### src/tcp_consts.svh
`ifndef TCP_CONSTS_SVH
`define TCP_CONSTS_SVH
// ==========================================
// register indices (byte address = 4 * index)
`define TCP_A_CTRL     4'h0
`define TCP_A_PERIOD   4'h1
`define TCP_A_CMP0     4'h2
`define TCP_A_CMP1     4'h3
`define TCP_A_DEAD     4'h4
`define TCP_A_DIV      4'h5
`define TCP_A_COUNT    4'h6
`define TCP_A_CAPT     4'h7
`define TCP_A_STAT     4'h8
`define TCP_A_TRSEL    4'h9
// ==========================================
// control fields
`define TCP_C_EN       0
`define TCP_C_RELOAD   1
`define TCP_C_KILLLVL  2
`define TCP_C_INV      3
`define TCP_C_SWSTART  4
`define TCP_C_SWCAPT   5
// ==========================================
// trigger select fields (3 bits each, value 5..7 = none)
`define TCP_T_START_LO 0
`define TCP_T_CAPT_LO  4
`define TCP_T_KILL_LO  8
`define TCP_T_NONE     3'h7
// ==========================================
// widths and reset values
`define TCP_W          16
`define TCP_NTRIG      5
`define TCP_PERIOD_RST 16'hffff
`define TCP_ZERO16     16'h0000
`define TCP_ONE16      16'h0001
`define TCP_CTRL_RST   16'h0002
`define TCP_TRSEL_RST  16'h0777
`endif

### src/tcp_pkg.sv
package tcp_pkg;
  typedef enum logic [1:0] {
    TCP_IDLE = 2'b00,
    TCP_RUN  = 2'b01,
    TCP_HALT = 2'b11
  } tcp_state_t;

  typedef struct packed {
    tcp_state_t  st;
    logic [15:0] ctrl;
    logic [15:0] period;
    logic [15:0] cmp0;
    logic [15:0] cmp1;
    logic [15:0] dead;
    logic [15:0] div;
    logic [15:0] div_cnt;
    logic [15:0] count;
    logic [15:0] capt;
    logic [15:0] trsel;
    logic [4:0]  trig_m;
    logic [4:0]  trig_s;
    logic [4:0]  trig_d;
    logic        pwm;
    logic [15:0] dt_cnt;
    logic        out_p;
    logic        out_n;
    logic        ovf;
    logic        und;
    logic        match;
    logic [2:0]  sticky;
    logic [15:0] rdata;
  } tcp_state_s_t;
endpackage : tcp_pkg

### src/tcp_timer_counter_pwm_unit.sv
// ==========================================
`timescale 1ns/10ps
`include "tcp_consts.svh"
module tcp_timer_counter_pwm_unit import tcp_pkg::*; (
  input  wire logic        clk_sys,                   // 20 MHz clock
  input  wire logic        rst,                       // async, active high
  input  wire logic [3:0]  addr,                      // register index
  input  wire logic [15:0] wdata,                     // write data
  input  wire logic        wr,                        // write strobe
  input  wire logic        rd,                        // read strobe
  output logic      [15:0] rdata,                     // read data, next cycle
  input  wire logic [4:0]  trigger_input,             // pins, [0]..[4]
  output logic             primary_pwm_output,        // true pwm
  output logic             complementary_pwm_output,  // complement pwm
  output logic             overflow_output,           // one-cycle pulse
  output logic             underflow_output,          // one-cycle pulse
  output logic             match_output,              // one-cycle pulse
  output logic [15:0]      count_value                // live count
);

  tcp_state_s_t s_reg;
  tcp_state_s_t s_next;

  logic        tick;
  logic        start_ev;
  logic        capt_ev;
  logic        kill_lvl;
  logic        at_period;
  logic        en_now;
  logic [4:0]  rise;
  logic [2:0]  sel_start;
  logic [2:0]  sel_capt;
  logic [2:0]  sel_kill;

  function automatic logic pick(input logic [4:0] v, input logic [2:0] s);
    pick = (s < 3'(`TCP_NTRIG)) ? v[s] : 1'b0;
  endfunction : pick

  // ==========================================
  // next state
  always_comb begin
    s_next = s_reg;
    // two-flop synchroniser; only trig_s and later are read by logic
    s_next.trig_m = trigger_input;
    s_next.trig_s = s_reg.trig_m;
    s_next.trig_d = s_reg.trig_s;
    rise      = s_reg.trig_s & ~s_reg.trig_d;
    sel_start = s_reg.trsel[`TCP_T_START_LO +: 3];
    sel_capt  = s_reg.trsel[`TCP_T_CAPT_LO +: 3];
    sel_kill  = s_reg.trsel[`TCP_T_KILL_LO +: 3];
    start_ev  = pick(rise, sel_start) | (wr && addr == `TCP_A_CTRL
                && wdata[`TCP_C_SWSTART]);
    capt_ev   = pick(rise, sel_capt) | (wr && addr == `TCP_A_CTRL
                && wdata[`TCP_C_SWCAPT]);
    kill_lvl  = pick(s_reg.trig_s, sel_kill);

    // clock divider: tick every div+1 system cycles
    // >= so a smaller divider written mid-count cannot stall a full wrap
    tick = (s_reg.div_cnt >= s_reg.div);
    s_next.div_cnt = tick ? `TCP_ZERO16 : s_reg.div_cnt + `TCP_ONE16;

    at_period = (s_reg.count == s_reg.period);
    // enable written with the sw start bit counts for that start from idle; halt uses the stored enable
    en_now    = (wr && addr == `TCP_A_CTRL) ? wdata[`TCP_C_EN]
                : s_reg.ctrl[`TCP_C_EN];
    s_next.ovf   = 1'b0;
    s_next.und   = 1'b0;
    s_next.match = 1'b0;

    if (capt_ev) begin
      s_next.capt = s_reg.count;
    end

    unique case (s_reg.st)
      TCP_IDLE: begin
        if (start_ev && en_now) begin
          s_next.st    = TCP_RUN;
          s_next.count = `TCP_ZERO16;
        end
      end
      TCP_RUN: begin
        if (!s_reg.ctrl[`TCP_C_EN]) begin
          s_next.st = TCP_IDLE;
        end else if (tick) begin
          if (at_period) begin
            s_next.ovf = 1'b1;
            if (s_reg.ctrl[`TCP_C_RELOAD]) begin
              s_next.count = `TCP_ZERO16;
              s_next.und   = 1'b1;
            end else begin
              s_next.st = TCP_HALT;
            end
          end else begin
            s_next.count = s_reg.count + `TCP_ONE16;
          end
          if (s_reg.count == s_reg.cmp0 || s_reg.count == s_reg.cmp1) begin
            s_next.match = 1'b1;
          end
        end
      end
      TCP_HALT: begin
        if (!s_reg.ctrl[`TCP_C_EN]) begin
          s_next.st = TCP_IDLE;
        end else if (start_ev) begin
          s_next.st    = TCP_RUN;
          s_next.count = `TCP_ZERO16;
        end
      end
      default: s_next.st = TCP_IDLE;
    endcase

    // pwm high from cmp0 up to cmp1 (edge modes via cmp0 = 0)
    if (s_reg.st != TCP_RUN) begin
      s_next.pwm = 1'b0;
    end else if (s_next.count == s_reg.cmp0) begin
      s_next.pwm = 1'b1;
    end else if (s_next.count == s_reg.cmp1) begin
      s_next.pwm = 1'b0;
    end

    // dead band: a falling edge waits dead ticks on the complement side with inv set or clear; a rising edge waits on the true side only with inv clear
    if (s_next.pwm != s_reg.pwm) begin
      s_next.dt_cnt = s_reg.dead;
    end else if (tick && s_reg.dt_cnt != `TCP_ZERO16) begin
      s_next.dt_cnt = s_reg.dt_cnt - `TCP_ONE16;
    end
    s_next.out_p = s_next.pwm && s_next.dt_cnt == `TCP_ZERO16
                   ? 1'b1 : (s_next.pwm ? s_reg.out_p & s_next.pwm
                   : 1'b0);
    s_next.out_n = !s_next.pwm && s_next.dt_cnt == `TCP_ZERO16
                   ? 1'b1 : 1'b0;
    if (s_reg.ctrl[`TCP_C_INV]) begin
      s_next.out_p = ~s_next.out_p;
      s_next.out_n = ~s_next.out_n;
    end
    // kill overrides everything; its flops follow the synchroniser only
    if (kill_lvl) begin
      s_next.out_p = s_reg.ctrl[`TCP_C_KILLLVL];
      s_next.out_n = s_reg.ctrl[`TCP_C_KILLLVL];
    end

    // sticky event bits: set wins over clear-on-read
    if (rd && addr == `TCP_A_STAT) begin
      s_next.sticky = 3'h0;
    end
    s_next.sticky = s_next.sticky | {s_next.match, s_next.und, s_next.ovf};

    // register writes
    if (wr) begin
      unique case (addr)
        `TCP_A_CTRL:   s_next.ctrl   = wdata;
        `TCP_A_PERIOD: s_next.period = wdata;
        `TCP_A_CMP0:   s_next.cmp0   = wdata;
        `TCP_A_CMP1:   s_next.cmp1   = wdata;
        `TCP_A_DEAD:   s_next.dead   = wdata;
        `TCP_A_DIV:    s_next.div    = wdata;
        `TCP_A_TRSEL:  s_next.trsel  = wdata;
        default: ;
      endcase
    end
    s_next.ctrl[`TCP_C_SWSTART] = 1'b0;
    s_next.ctrl[`TCP_C_SWCAPT]  = 1'b0;

    // register reads; unmapped reads as zero
    s_next.rdata = `TCP_ZERO16;
    if (rd) begin
      unique case (addr)
        `TCP_A_CTRL:   s_next.rdata = s_reg.ctrl;
        `TCP_A_PERIOD: s_next.rdata = s_reg.period;
        `TCP_A_CMP0:   s_next.rdata = s_reg.cmp0;
        `TCP_A_CMP1:   s_next.rdata = s_reg.cmp1;
        `TCP_A_DEAD:   s_next.rdata = s_reg.dead;
        `TCP_A_DIV:    s_next.rdata = s_reg.div;
        `TCP_A_COUNT:  s_next.rdata = s_reg.count;
        `TCP_A_CAPT:   s_next.rdata = s_reg.capt;
        `TCP_A_STAT:   s_next.rdata = {11'h000, s_reg.st, s_reg.sticky};
        `TCP_A_TRSEL:  s_next.rdata = s_reg.trsel;
        default:       s_next.rdata = `TCP_ZERO16;
      endcase
    end
  end

  // ==========================================
  // state register
  always_ff @(posedge clk_sys or posedge rst) begin
    if (rst) begin
      s_reg        <= '0;
      s_reg.ctrl   <= `TCP_CTRL_RST;
      s_reg.period <= `TCP_PERIOD_RST;
      s_reg.trsel  <= `TCP_TRSEL_RST;
    end else begin
      s_reg <= s_next;
    end
  end

  assign rdata                    = s_reg.rdata;
  assign primary_pwm_output       = s_reg.out_p;
  assign complementary_pwm_output = s_reg.out_n;
  assign overflow_output          = s_reg.ovf;
  assign underflow_output         = s_reg.und;
  assign match_output             = s_reg.match;
  assign count_value              = s_reg.count;
endmodule : tcp_timer_counter_pwm_unit

### config.mk
export PLATFORM = sky130hd
export DESIGN_NAME = tcp_timer_counter_pwm_unit
export DESIGN_NICKNAME = d
export VERILOG_FILES = /design/src/tcp_pkg.sv /design/src/tcp_timer_counter_pwm_unit.sv
export VERILOG_INCLUDE_DIRS = /design/src
export SDC_FILE = /design/constraint.sdc
export NUM_CORES = 1
export LEC_CHECK = 0
export ABC_AREA = 1
export CAP_MARGIN = 20
export CORE_AREA = 10 10 140 206
export CTS_BUF_LIST = sky130_fd_sc_hd__clkbuf_16
export CTS_CLUSTER_SIZE = 28
export DETAILED_ROUTE_END_ITERATION = 12
export DIE_AREA = 0 0 150 216
export DONT_BUFFER_PORTS = 1
export SYNTH_ARGS = -nofsm -noshare
export SYNTH_HDL_FRONTEND = slang
export SYNTH_SLANG_ARGS = --single-unit
### constraint.sdc
create_clock -name clk_sys -period 8.9 [get_ports clk_sys]
set_input_delay 0.445 -clock clk_sys [delete_from_list [all_inputs] [get_ports clk_sys]]
set_output_delay 0.445 -clock clk_sys [all_outputs]
set_load 0.005 [all_outputs]
# After elaboration in Yosys (flattened, before gate mapping)
# Cells that the tools add are included.
[word_totals]
regBits = 216
in_bits = 29
wordCells = 132
[classes]
add_sub_neg = 3
magnitude_cmp = 7
n_eq_ne = 23
n_mux = 46
bitwise = 8
n_reduce_logical = 22
[ops]
columns = ["cell", "count"]
rows = [
  ["16-bit two-way mux", 11],
  ["16-bit one-hot mux with 10 select lines", 1],
  ["16-bit == test", 5],
  ["16-bit one-hot mux with 3 select lines", 1],
  ["16-bit by 1-bit adder with 16-bit output, second input constant", 2],
  ["2-bit two-way mux", 10],
  ["4-bit by 3-bit == test with 1-bit output, second input constant", 4],
  ["16-bit >= comparator", 1],
  ["16-bit logical NOT", 1],
  ["16-bit nonzero test", 1],
  ["16-bit by 1-bit subtractor with 16-bit output, second input constant", 1],
  ["1-bit two-way mux", 15],
  ["2-bit AND reduction", 7],
  ["3-bit by 4-bit < comparator with 1-bit output, second input constant", 3],
  ["3-bit two-way mux", 4],
  ["3-bit inequality test, second input constant", 4],
  ["1-bit binary-select mux with 3-bit select", 3],
  ["3-bit < comparator, second input constant", 3],
  ["4-bit by 2-bit == test with 1-bit output, second input constant", 2],
  ["4-bit == test, second input constant", 2],
  ["1-bit logical AND", 8],
  ["2-bit one-hot mux with 3 select lines", 1],
  ["5-bit AND", 1],
  ["5-bit NOT", 1],
  ["other kinds (15)", 17],
]

# Longest topological paths before layout
# Gate-level depths: netlist of the first run.
[depth]
ltp_word = 21
mapped_depth = 38
depth_no_buf = 38

# Least setup slack after synthesis of the first run
# Ideal clock, no wire load.
[synth_timing]
kind = "register -> register"
start = "register s_reg[117] (netlist name)"
end = "register s_reg, in the netlist primary_pwm_output"
setup_time_ps = 117
t_arrival_ps = 3239
t_required_ps = 8783
slack_ps = 5544
stages_incl_launch_ff = 30
path_buffers = 1
synth_period_minus_slack_ps = 3356
cell_sequence = "dfrtp_1 > ha_1 > a21oi_1 > o21ai_0 > nor2_1 > nand2_1 > nand2_1 > clkbuf_1 > o21ai_0 > nand2_1 > nand3_1 > xor2_1 > nor2_1 > nand2_1 > nor2_1 > nand2_1 > nand2_2 > nand2_4 > nand2_4 > nand2_4 > nand2_1 > nand2_1 > nor2_1 > nand2_1 > nor2_2 > nand3_1 > nand3_1 > nand2_1 > nand2_1 > nand2_1"
[synth_rtl]
columns = ["item", "line", "rtl"]
rows = [
  ["from (decl)", "tcp_timer_counter_pwm_unit.sv:21", "tcp_state_s_t s_reg;"],
  ["from (signal assigned)", "tcp_timer_counter_pwm_unit.sv:192", "s_reg <= s_next;"],
]

==> metrics.md, run 1 <==
| Metric | Value |
|---|---|
| Status | `completed` |
| WL/cell | `approximately 21 um` |
| Post-synthesis instance total | `roughly 1600` |
| Flop-to-flop setup slack | `about 4.2 ns` |
| Most Frequent Cell on Critical Path | `nand2_1` |
| P_sw | `~1300 uW` |
| Post-route minimum period | `about 4.7 ns` |
| DIE WIDTH | `150 um` |
| Clock tree sinks | `~220` |
| Crit-path max cell delay | `about 0.7 ns` |
| Clock buffer depth | `3` |
| Global-route wire length before repair | `about 63 mm` |
| Max FO, Critical Path | `22` |
| Root Buffer | `clkbuf_16` |
| Slew margin rel. | `between 30 and 40%` |
| DRC | `0` |
| Largest net degree at the start of global routing | `between 90 and 100` |
| Post-route cell area | `between 10000 and 15000 um2` |
| Total power | `3330 uW` |
| Library cells used by synthesis | `46` |
| Synthesis-to-finish area growth | `6.15%` |
| Post-synthesis register bit count | `216` |
| Power Internal | `2080 uW` |
| FFs w/ async S/R, synth | `100%` |
| Switching part of the total power | `a little under two fifths` |
| GRT Overall Usage | `roughly a quarter` |
| Die area | `between 30000 and 40000 um2` |
| # nets final | `about 1600` |
| Initial antenna violation count | `0` |
| Clock network power share | `slightly below 30%` |
| Post-route ant nets | `0` |
| Number of flops mapped to enable cells by yosys | `0` |
| Drt total wl | `about 40 mm` |
| Post-Syn Nets | `around 1700` |
| Filler cells | `2473` |
| Pwr dens | `255 nW/um2` |
| Flop pwr share | `43.7%` |
| Placer Congestion | `just over 0.9` |
| Skew final | `about 0.0095 ns` |
| Share of cells above drive strength 1 | `8.02%` |
| DR iter-0 viols | `between 900 and 1000` |
| Startpoint types | `register` |
| # rows | `71` |
| Setup CP Type | `register to register` |
| CTS H-tree lvls | `1` |
| CTS resizes | `0` |
| Diodes inserted | `0` |
| Critical path's slowest cell | `dfrtp_1` |
| Yosys warns | `0` |
| I/O Pins | `66` |
| Worst Tran Pin Value | `around 1.0 ns` |
| Endpoints failing setup | `0` |
| Vias in the first global route | `roughly 11000` |
| Peak VDD IR | `0.162 mV` |
| Synthesized area | `12300 um2` |
| MaxCap Viol Count | `0` |
| CP Capture Type | `register` |
| Mean post-synth cell area | `about 7.6 um2` |
| Hpwl dp | `a little over 30 mm` |
| Max Transition Viols Final | `0` |
| Vias | `around 11000` |
| Multi-input logic area | `~5700 um2` |
| Core footprint | `25100 um2` |
| Static leakage | `~0.0064 uW` |
| Req. time, crit path | `9.35 ns` |
| DR pass1 iterations | `5` |
| Final Hold Fails | `0` |
| Max reg flops | `~170` |
| CTS buffer count | `22` |
| Tightest Hold Check Type | `primary input to register` |
| RSZ-0062 raised after global routing | `no` |
| Gr ovfl total | `0` |
| Fmax achieved | `around 0.21 GHz` |
| TNS Setup | `0 ns` |
| IO buf count | `0` |
| Vias per cell | `~5.6` |
| Initial Util | `between 40% and 50%` |
| Register area share after synthesis | `between 40% and 50%` |
| Register Area | `between 5000 and 6000 um2` |
| Data arrival, critical path | `slightly above 5 ns` |
| CTS tree | `done` |
| Tcrit/Tclk final | `52.9%` |
| Placed cell area | `approximately 12000 um2` |
| Combinational Power Share | `between 20% and 30%` |
| DIE HEIGHT | `~220 um` |
| Worst skew pair latency | `0.51 ns` |
| Most used flip-flop cell after synthesis | `dfrtp_1` |
| Clock slew at reported path FFs | `0.07 ns` |
[path summary, 6_finish.rpt]
path	from	end	cells past startpoint
hold / removal	rd	rdata[2]	2
setup reg to reg	count_value[2]	complementary_pwm_output	31
hold reg to reg	s_next[49]	s_next[44]	0
max in group asynchronous	rst	s_reg[17]	3
min in group asynchronous	rst	s_reg[28]	2
setup / recovery	count_value[2]	complementary_pwm_output	31
[repair_timing]
action / in CTS / in global routing
hold buffers: 6 / 0
setup buffers: 0 / 0
endpoints found under the hold margin: 92 / 0
[Yosys cell counts, drive strengths merged (2+ instances only)]
master   count  share of area, %
a2111oi      2              0.14
a21oi       45               1.9
a221oi      17               1.2
a31oi        8              0.41
buf         59               3.5
clkbuf      31              0.94
clkinv       4              0.12
dfrtp      190                39
dfstp       26               5.5
ha          20               2.0
inv        175               5.3
nand2      505                16
nand3       98               4.5
nand3b       2              0.12
nand4       36               1.8
nor2       127               4.0
nor3        16              0.69
nor3b        3              0.18
nor4         7              0.36
o2111ai      4              0.28
o21ai      153               6.2
o221ai       5              0.36
o22ai       26               1.3
o31ai        3              0.18
xnor2       11              0.78
xor2        42               3.0
[power groups by stage]
stage	sequential, uW	clock, uW	combinational, uW
finish	1460	966	911
global route	1480	1020	1040
CTS	1450	979	908
detailed placement	1470	0	901
global placement	1470	0	886
floorplan	1350	0	733
[area by class of cell]
cell class | count | share of cell area, %
clock buffer | 23 | 4.40
inverter | 179 | 5.21
multi-input combinational | 1135 | 43.5
tap | 328 | 3.14
timing repair buffer | 14 | 0.918
sequential | 216 | 41.5
clock inverter | 17 | 1.29
[kinds of logic after synthesis]
kind of cell	count (synthesis)	synth area share [%]
AND/OR/NAND/NOR	794	27.9
buffers and inverters	269	9.90
AO/OA/AOI/OAI	268	12.3
flip-flops	216	44.1
XOR/XNOR	53	3.76
adder cells (fa/ha/maj)	20	2.03
[layout by cell type, fill, tap and decap left out, drive strengths merged, types with 4 or more instances in the layout]
| master | synthesis | routed |
|---|---|---|
| a21oi | 45 | 45 |
| a221oi | 17 | 17 |
| a31oi | 8 | 8 |
| buf | 59 | 8 |
| clkbuf | 31 | 23 |
| clkinv | 4 | 13 |
| dfrtp | 190 | 190 |
| dfstp | 26 | 26 |
| dlygate4sd3 | 0 | 6 |
| ha | 20 | 20 |
| inv | 175 | 177 |
| nand2 | 505 | 505 |
| nand3 | 98 | 98 |
| nand4 | 36 | 36 |
| nor2 | 127 | 127 |
| nor3 | 16 | 16 |
| nor4 | 7 | 7 |
| o2111ai | 4 | 4 |
| o21ai | 153 | 153 |
| o221ai | 5 | 5 |
| o22ai | 26 | 26 |
| xnor2 | 11 | 11 |
| xor2 | 42 | 42 |
[critical path, delay by kind of cell, from the launching register on]
family	cells	cell delay, ns
and+or+nand+nor	27	3.13
DFF	1	0.72
buffers and inverters	2	0.46
xor gates and xnor gates	1	0.16
AOI/OAI and AO/OA	1	0.13
[per-stage QoR]
step           setup WS [ns]  instances  utilization [%]  hold slack [ns]
3_5_place_dp            4.07       1866             49.0            0.335
3_3_place_gp            4.16       1866             49.0            0.332
2_1_floorplan           2.59       1620                -            0.331
5_1_grt                 3.67       1912             52.3           0.0231
6_report                4.20       1912             52.3           0.0320
4_1_cts                 4.20       1912             52.3           0.0258
[layer usage]
metal | share of wire, % | GRT usage, % | vias to the layer above
met5 | 0 | 0 | -
met4 | 4.6 | 11.3 | 0
met3 | 6.4 | 3.39 | 86
met2 | 50 | 42.3 | 413
met1 | 39 | 30.5 | 5141
li1 | - | - | 5147
Power figures use the tool's default switching activity.
==> run 2, diff against run 1 <==
PLACE_DENSITY = 0.67   (was default)
clock period = 3.9 ns   (was 8.9 ns; I/O delays follow)
==> run 2 against run 1 <==
Net effect:
- the run now ends with setup timing left
- critical path depth stayed put
- routed wire length increased by 3.1%
- power up 150%
- via count up 8.4%
- clock skew up 0.0029 ns
- global-route usage rose by 0.067 points
- sequential share of layout area shrank 5.5 points
- critical endpoint unchanged
- largest cell class unchanged
- largest power group unchanged
==> metrics.md, run 2 (same netlist as run 1, synthesis figures left out) <==
| Metric | Value |
|---|---|
| DP Cell Count | `2023 (+8.4%)` |
| Final Hold Fails | `0 (unchanged)` |
| RSZ-0062 raised after global routing | `yes` |
| DRC | `0 (unchanged)` |
| DIE WIDTH | `150 um (unchanged)` |
| Startpoint types | `register` |
| # rows | `71 (unchanged)` |
| Drt total wl | `41.7 mm (+3.1%)` |
| Commonest cells after routing, fill and taps aside | `nand2_1 (454), dfrtp_1 (189), buf_4 (172)` |
| DIE HEIGHT | `216 um (unchanged)` |
| CTS tree | `done` |
| GRT Overall Usage | `25.0% (+0.067 points)` |
| Crit-path max cell delay | `0.38 ns (-0.34 ns)` |
| Critical path buffers and inverters | `5 (+3)` |
| Synthesis-to-finish area growth | `22.5%` |
| Cell family with most CP delay | `simple AND/OR/NAND/NOR gates` |
| Post-route ant nets | `0 (unchanged)` |
| Failing checks | `setup timing` |
| Global-route wire length before repair | `63.1 mm (+0.65%)` |
| CTS H-tree lvls | `1 (unchanged)` |
| Endpoints failing setup | `2 (+2)` |
| Skew final | `0.0125 ns (+0.00295 ns)` |
| Gr ovfl total | `0 (unchanged)` |
| Setup CP Type | `register to register` |
| Placer Congestion | `0.967 (+3.7%)` |
| MaxCap Viol Count | `0 (unchanged)` |
| Peak VDD IR | `0.602 mV (+270%)` |
| CP Capture Type | `register` |
| Die area | `32400 um2 (unchanged)` |
| Share of cells above drive strength 1 | `21.0% (+13 points)` |
| Fmax achieved | `0.246 GHz (+16%)` |
| Worst Tran Pin Value | `1.10 ns (+0.0676 ns)` |
| Post-route minimum period | `4.07 ns (-0.634 ns)` |
| I/O Pins | `66 (unchanged)` |
| DR pass1 iterations | `6 (+1)` |
| Commonest non-fill, non-tap cell in the layout | `nand2_1` |
| Data arrival, critical path | `4.53 ns (-0.62 ns)` |
| Initial antenna violation count | `0 (unchanged)` |
| WL/cell | `19.9 um (-6.0%)` |
| DR iter-0 viols | `963 (-0.21%)` |
| Power Internal | `5220 uW (+150%)` |
| Final worst-path setup slack | `-0.170 ns (-4.37 ns)` |
| Max Transition Viols Final | `0 (unchanged)` |
| Req. time, crit path | `4.36 ns (-4.99 ns)` |
| # nets final | `1803 (+12%)` |
| Clock buffer depth | `3 (unchanged)` |
| Worst skew pair latency | `0.53 ns (+0.02 ns)` |
| Pwr dens | `549 nW/um2 (+120%)` |
| Tcrit/Tclk final | `104% (+52 points)` |
| Most Frequent Cell on Critical Path | `nand2_1` |
| Slew margin rel. | `26.6% (-4.5 points)` |
| Tightest Hold Check Type | `primary input to register` |
| P_sw | `3080 uW (+150%)` |
| Flop pwr share | `39.1% (-4.6 points)` |
| Clock tree sinks | `216 (unchanged)` |
| Clock network power share | `27.0% (-2.0 points)` |
| Max FO, Critical Path | `7 (-68%)` |
| Vias per cell | `5.58 (-1.2%)` |
| Post-route insts no fill | `2098 (+9.7%)` |
| TNS Setup | `-0.310 ns (-0.310 ns)` |
| Hpwl dp | `31.1 mm (+1.9%)` |
| Critical path's slowest cell | `dfrtp_1` |
| Worst hold slack | `0.00405 ns (-0.0279 ns)` |
| Vias in the first global route | `11200 (+5.3%)` |
| CTS buffer count | `23 (+4.5%)` |
| Switching part of the total power | `37.1% (-0.48 points)` |
| Core footprint | `25100 um2 (unchanged)` |
| Root Buffer | `clkbuf_16` |
| Combinational Power Share | `33.9% (+6.6 points)` |
| Largest net degree at the start of global routing | `170 (+75%)` |
| Initial Util | `49.2% (unchanged)` |
| Diodes inserted | `0 (unchanged)` |
| Static leakage | `0.00739 uW (+16%)` |
| Total power | `8290 uW (+150%)` |
| Max reg flops | `169 (unchanged)` |
| IO buf count | `0 (unchanged)` |
| Clock slew at reported path FFs | `0.06 ns (about the same)` |
| Vias | `11700 (+8.4%)` |
| Status | `finished with violations` |
## run 2: through the flow
step	instance area [um2]	utilization [%]	setup WS [ns]
3_3_place_gp	13500	53.9	-0.213
4_1_cts	14700	58.5	-0.0401
5_1_grt	15100	60.3	-0.377
3_5_place_dp	13500	53.9	-0.243
6_report	15100	60.3	-0.170
2_1_floorplan	12300	-	0.544
## run 2: final timing paths
path / start / end / slack [ns] / cells after the start
min: wdata[3] / s_reg[171] / 0.004 / 2
min in group asynchronous: rst / s_reg[31] / 0.31 / 3
max: s_reg[133] / complementary_pwm_output / -0.17 / 31
max reg2reg: s_reg[133] / complementary_pwm_output / -0.17 / 31
min reg2reg: s_next[46] / s_next[41] / 0.35 / 0
max in group asynchronous: rst / s_reg[210] / 2.75 / 3
## run 2: timing repair
action / CTS / global route
resized for setup: 35 / 66
pin swaps: 17 / 57
setup endpoints to repair: 2 / 2
hold endpoints to repair: 233 / 0
gates cloned: 1 / 0
hold buffers: 17 / 0
buffers inserted: 6 / 12
## run 2: layout make-up
cell class | count | area (um2)
timing repair buffer | 199 | 1640
sequential | 216 | 5440
tap | 328 | 410
clock inverter | 18 | 178
clock buffer | 23 | 576
fill | 2222 | 9950
multi-input combinational | 1135 | 6190
inverter | 179 | 678
## run 2: power by group through the flow
stage / sequential, uW / combinational (uW) / clock (uW)
floorplan: 3080 / 1670 / 0
global placement: 3230 / 2500 / 0
detailed placement: 3240 / 2530 / 0
CTS: 3210 / 2640 / 2250
global route: 3290 / 3130 / 2330
finish: 3240 / 2820 / 2240
## run 2: worst register-to-register path, delay by kind of cell (launching register included)
kind	cells	cell delay, ns
AO/OA/AOI/OAI	4	0.51
adder cells (fa/ha/maj)	1	0.26
buffers and inverters	5	0.75
flip-flops	1	0.38
AND/OR/NAND/NOR	21	2.08
## run 2: layer usage
metal / vias up / share of wire [%] / global-route usage [%]
li1: 5513 / - / -
met1: 5597 / 38 / 29.5
met2: 458 / 50 / 42.9
met3: 129 / 5.7 / 3.12
met4: 0 / 6.0 / 13.4
met5: - / 0 / 0
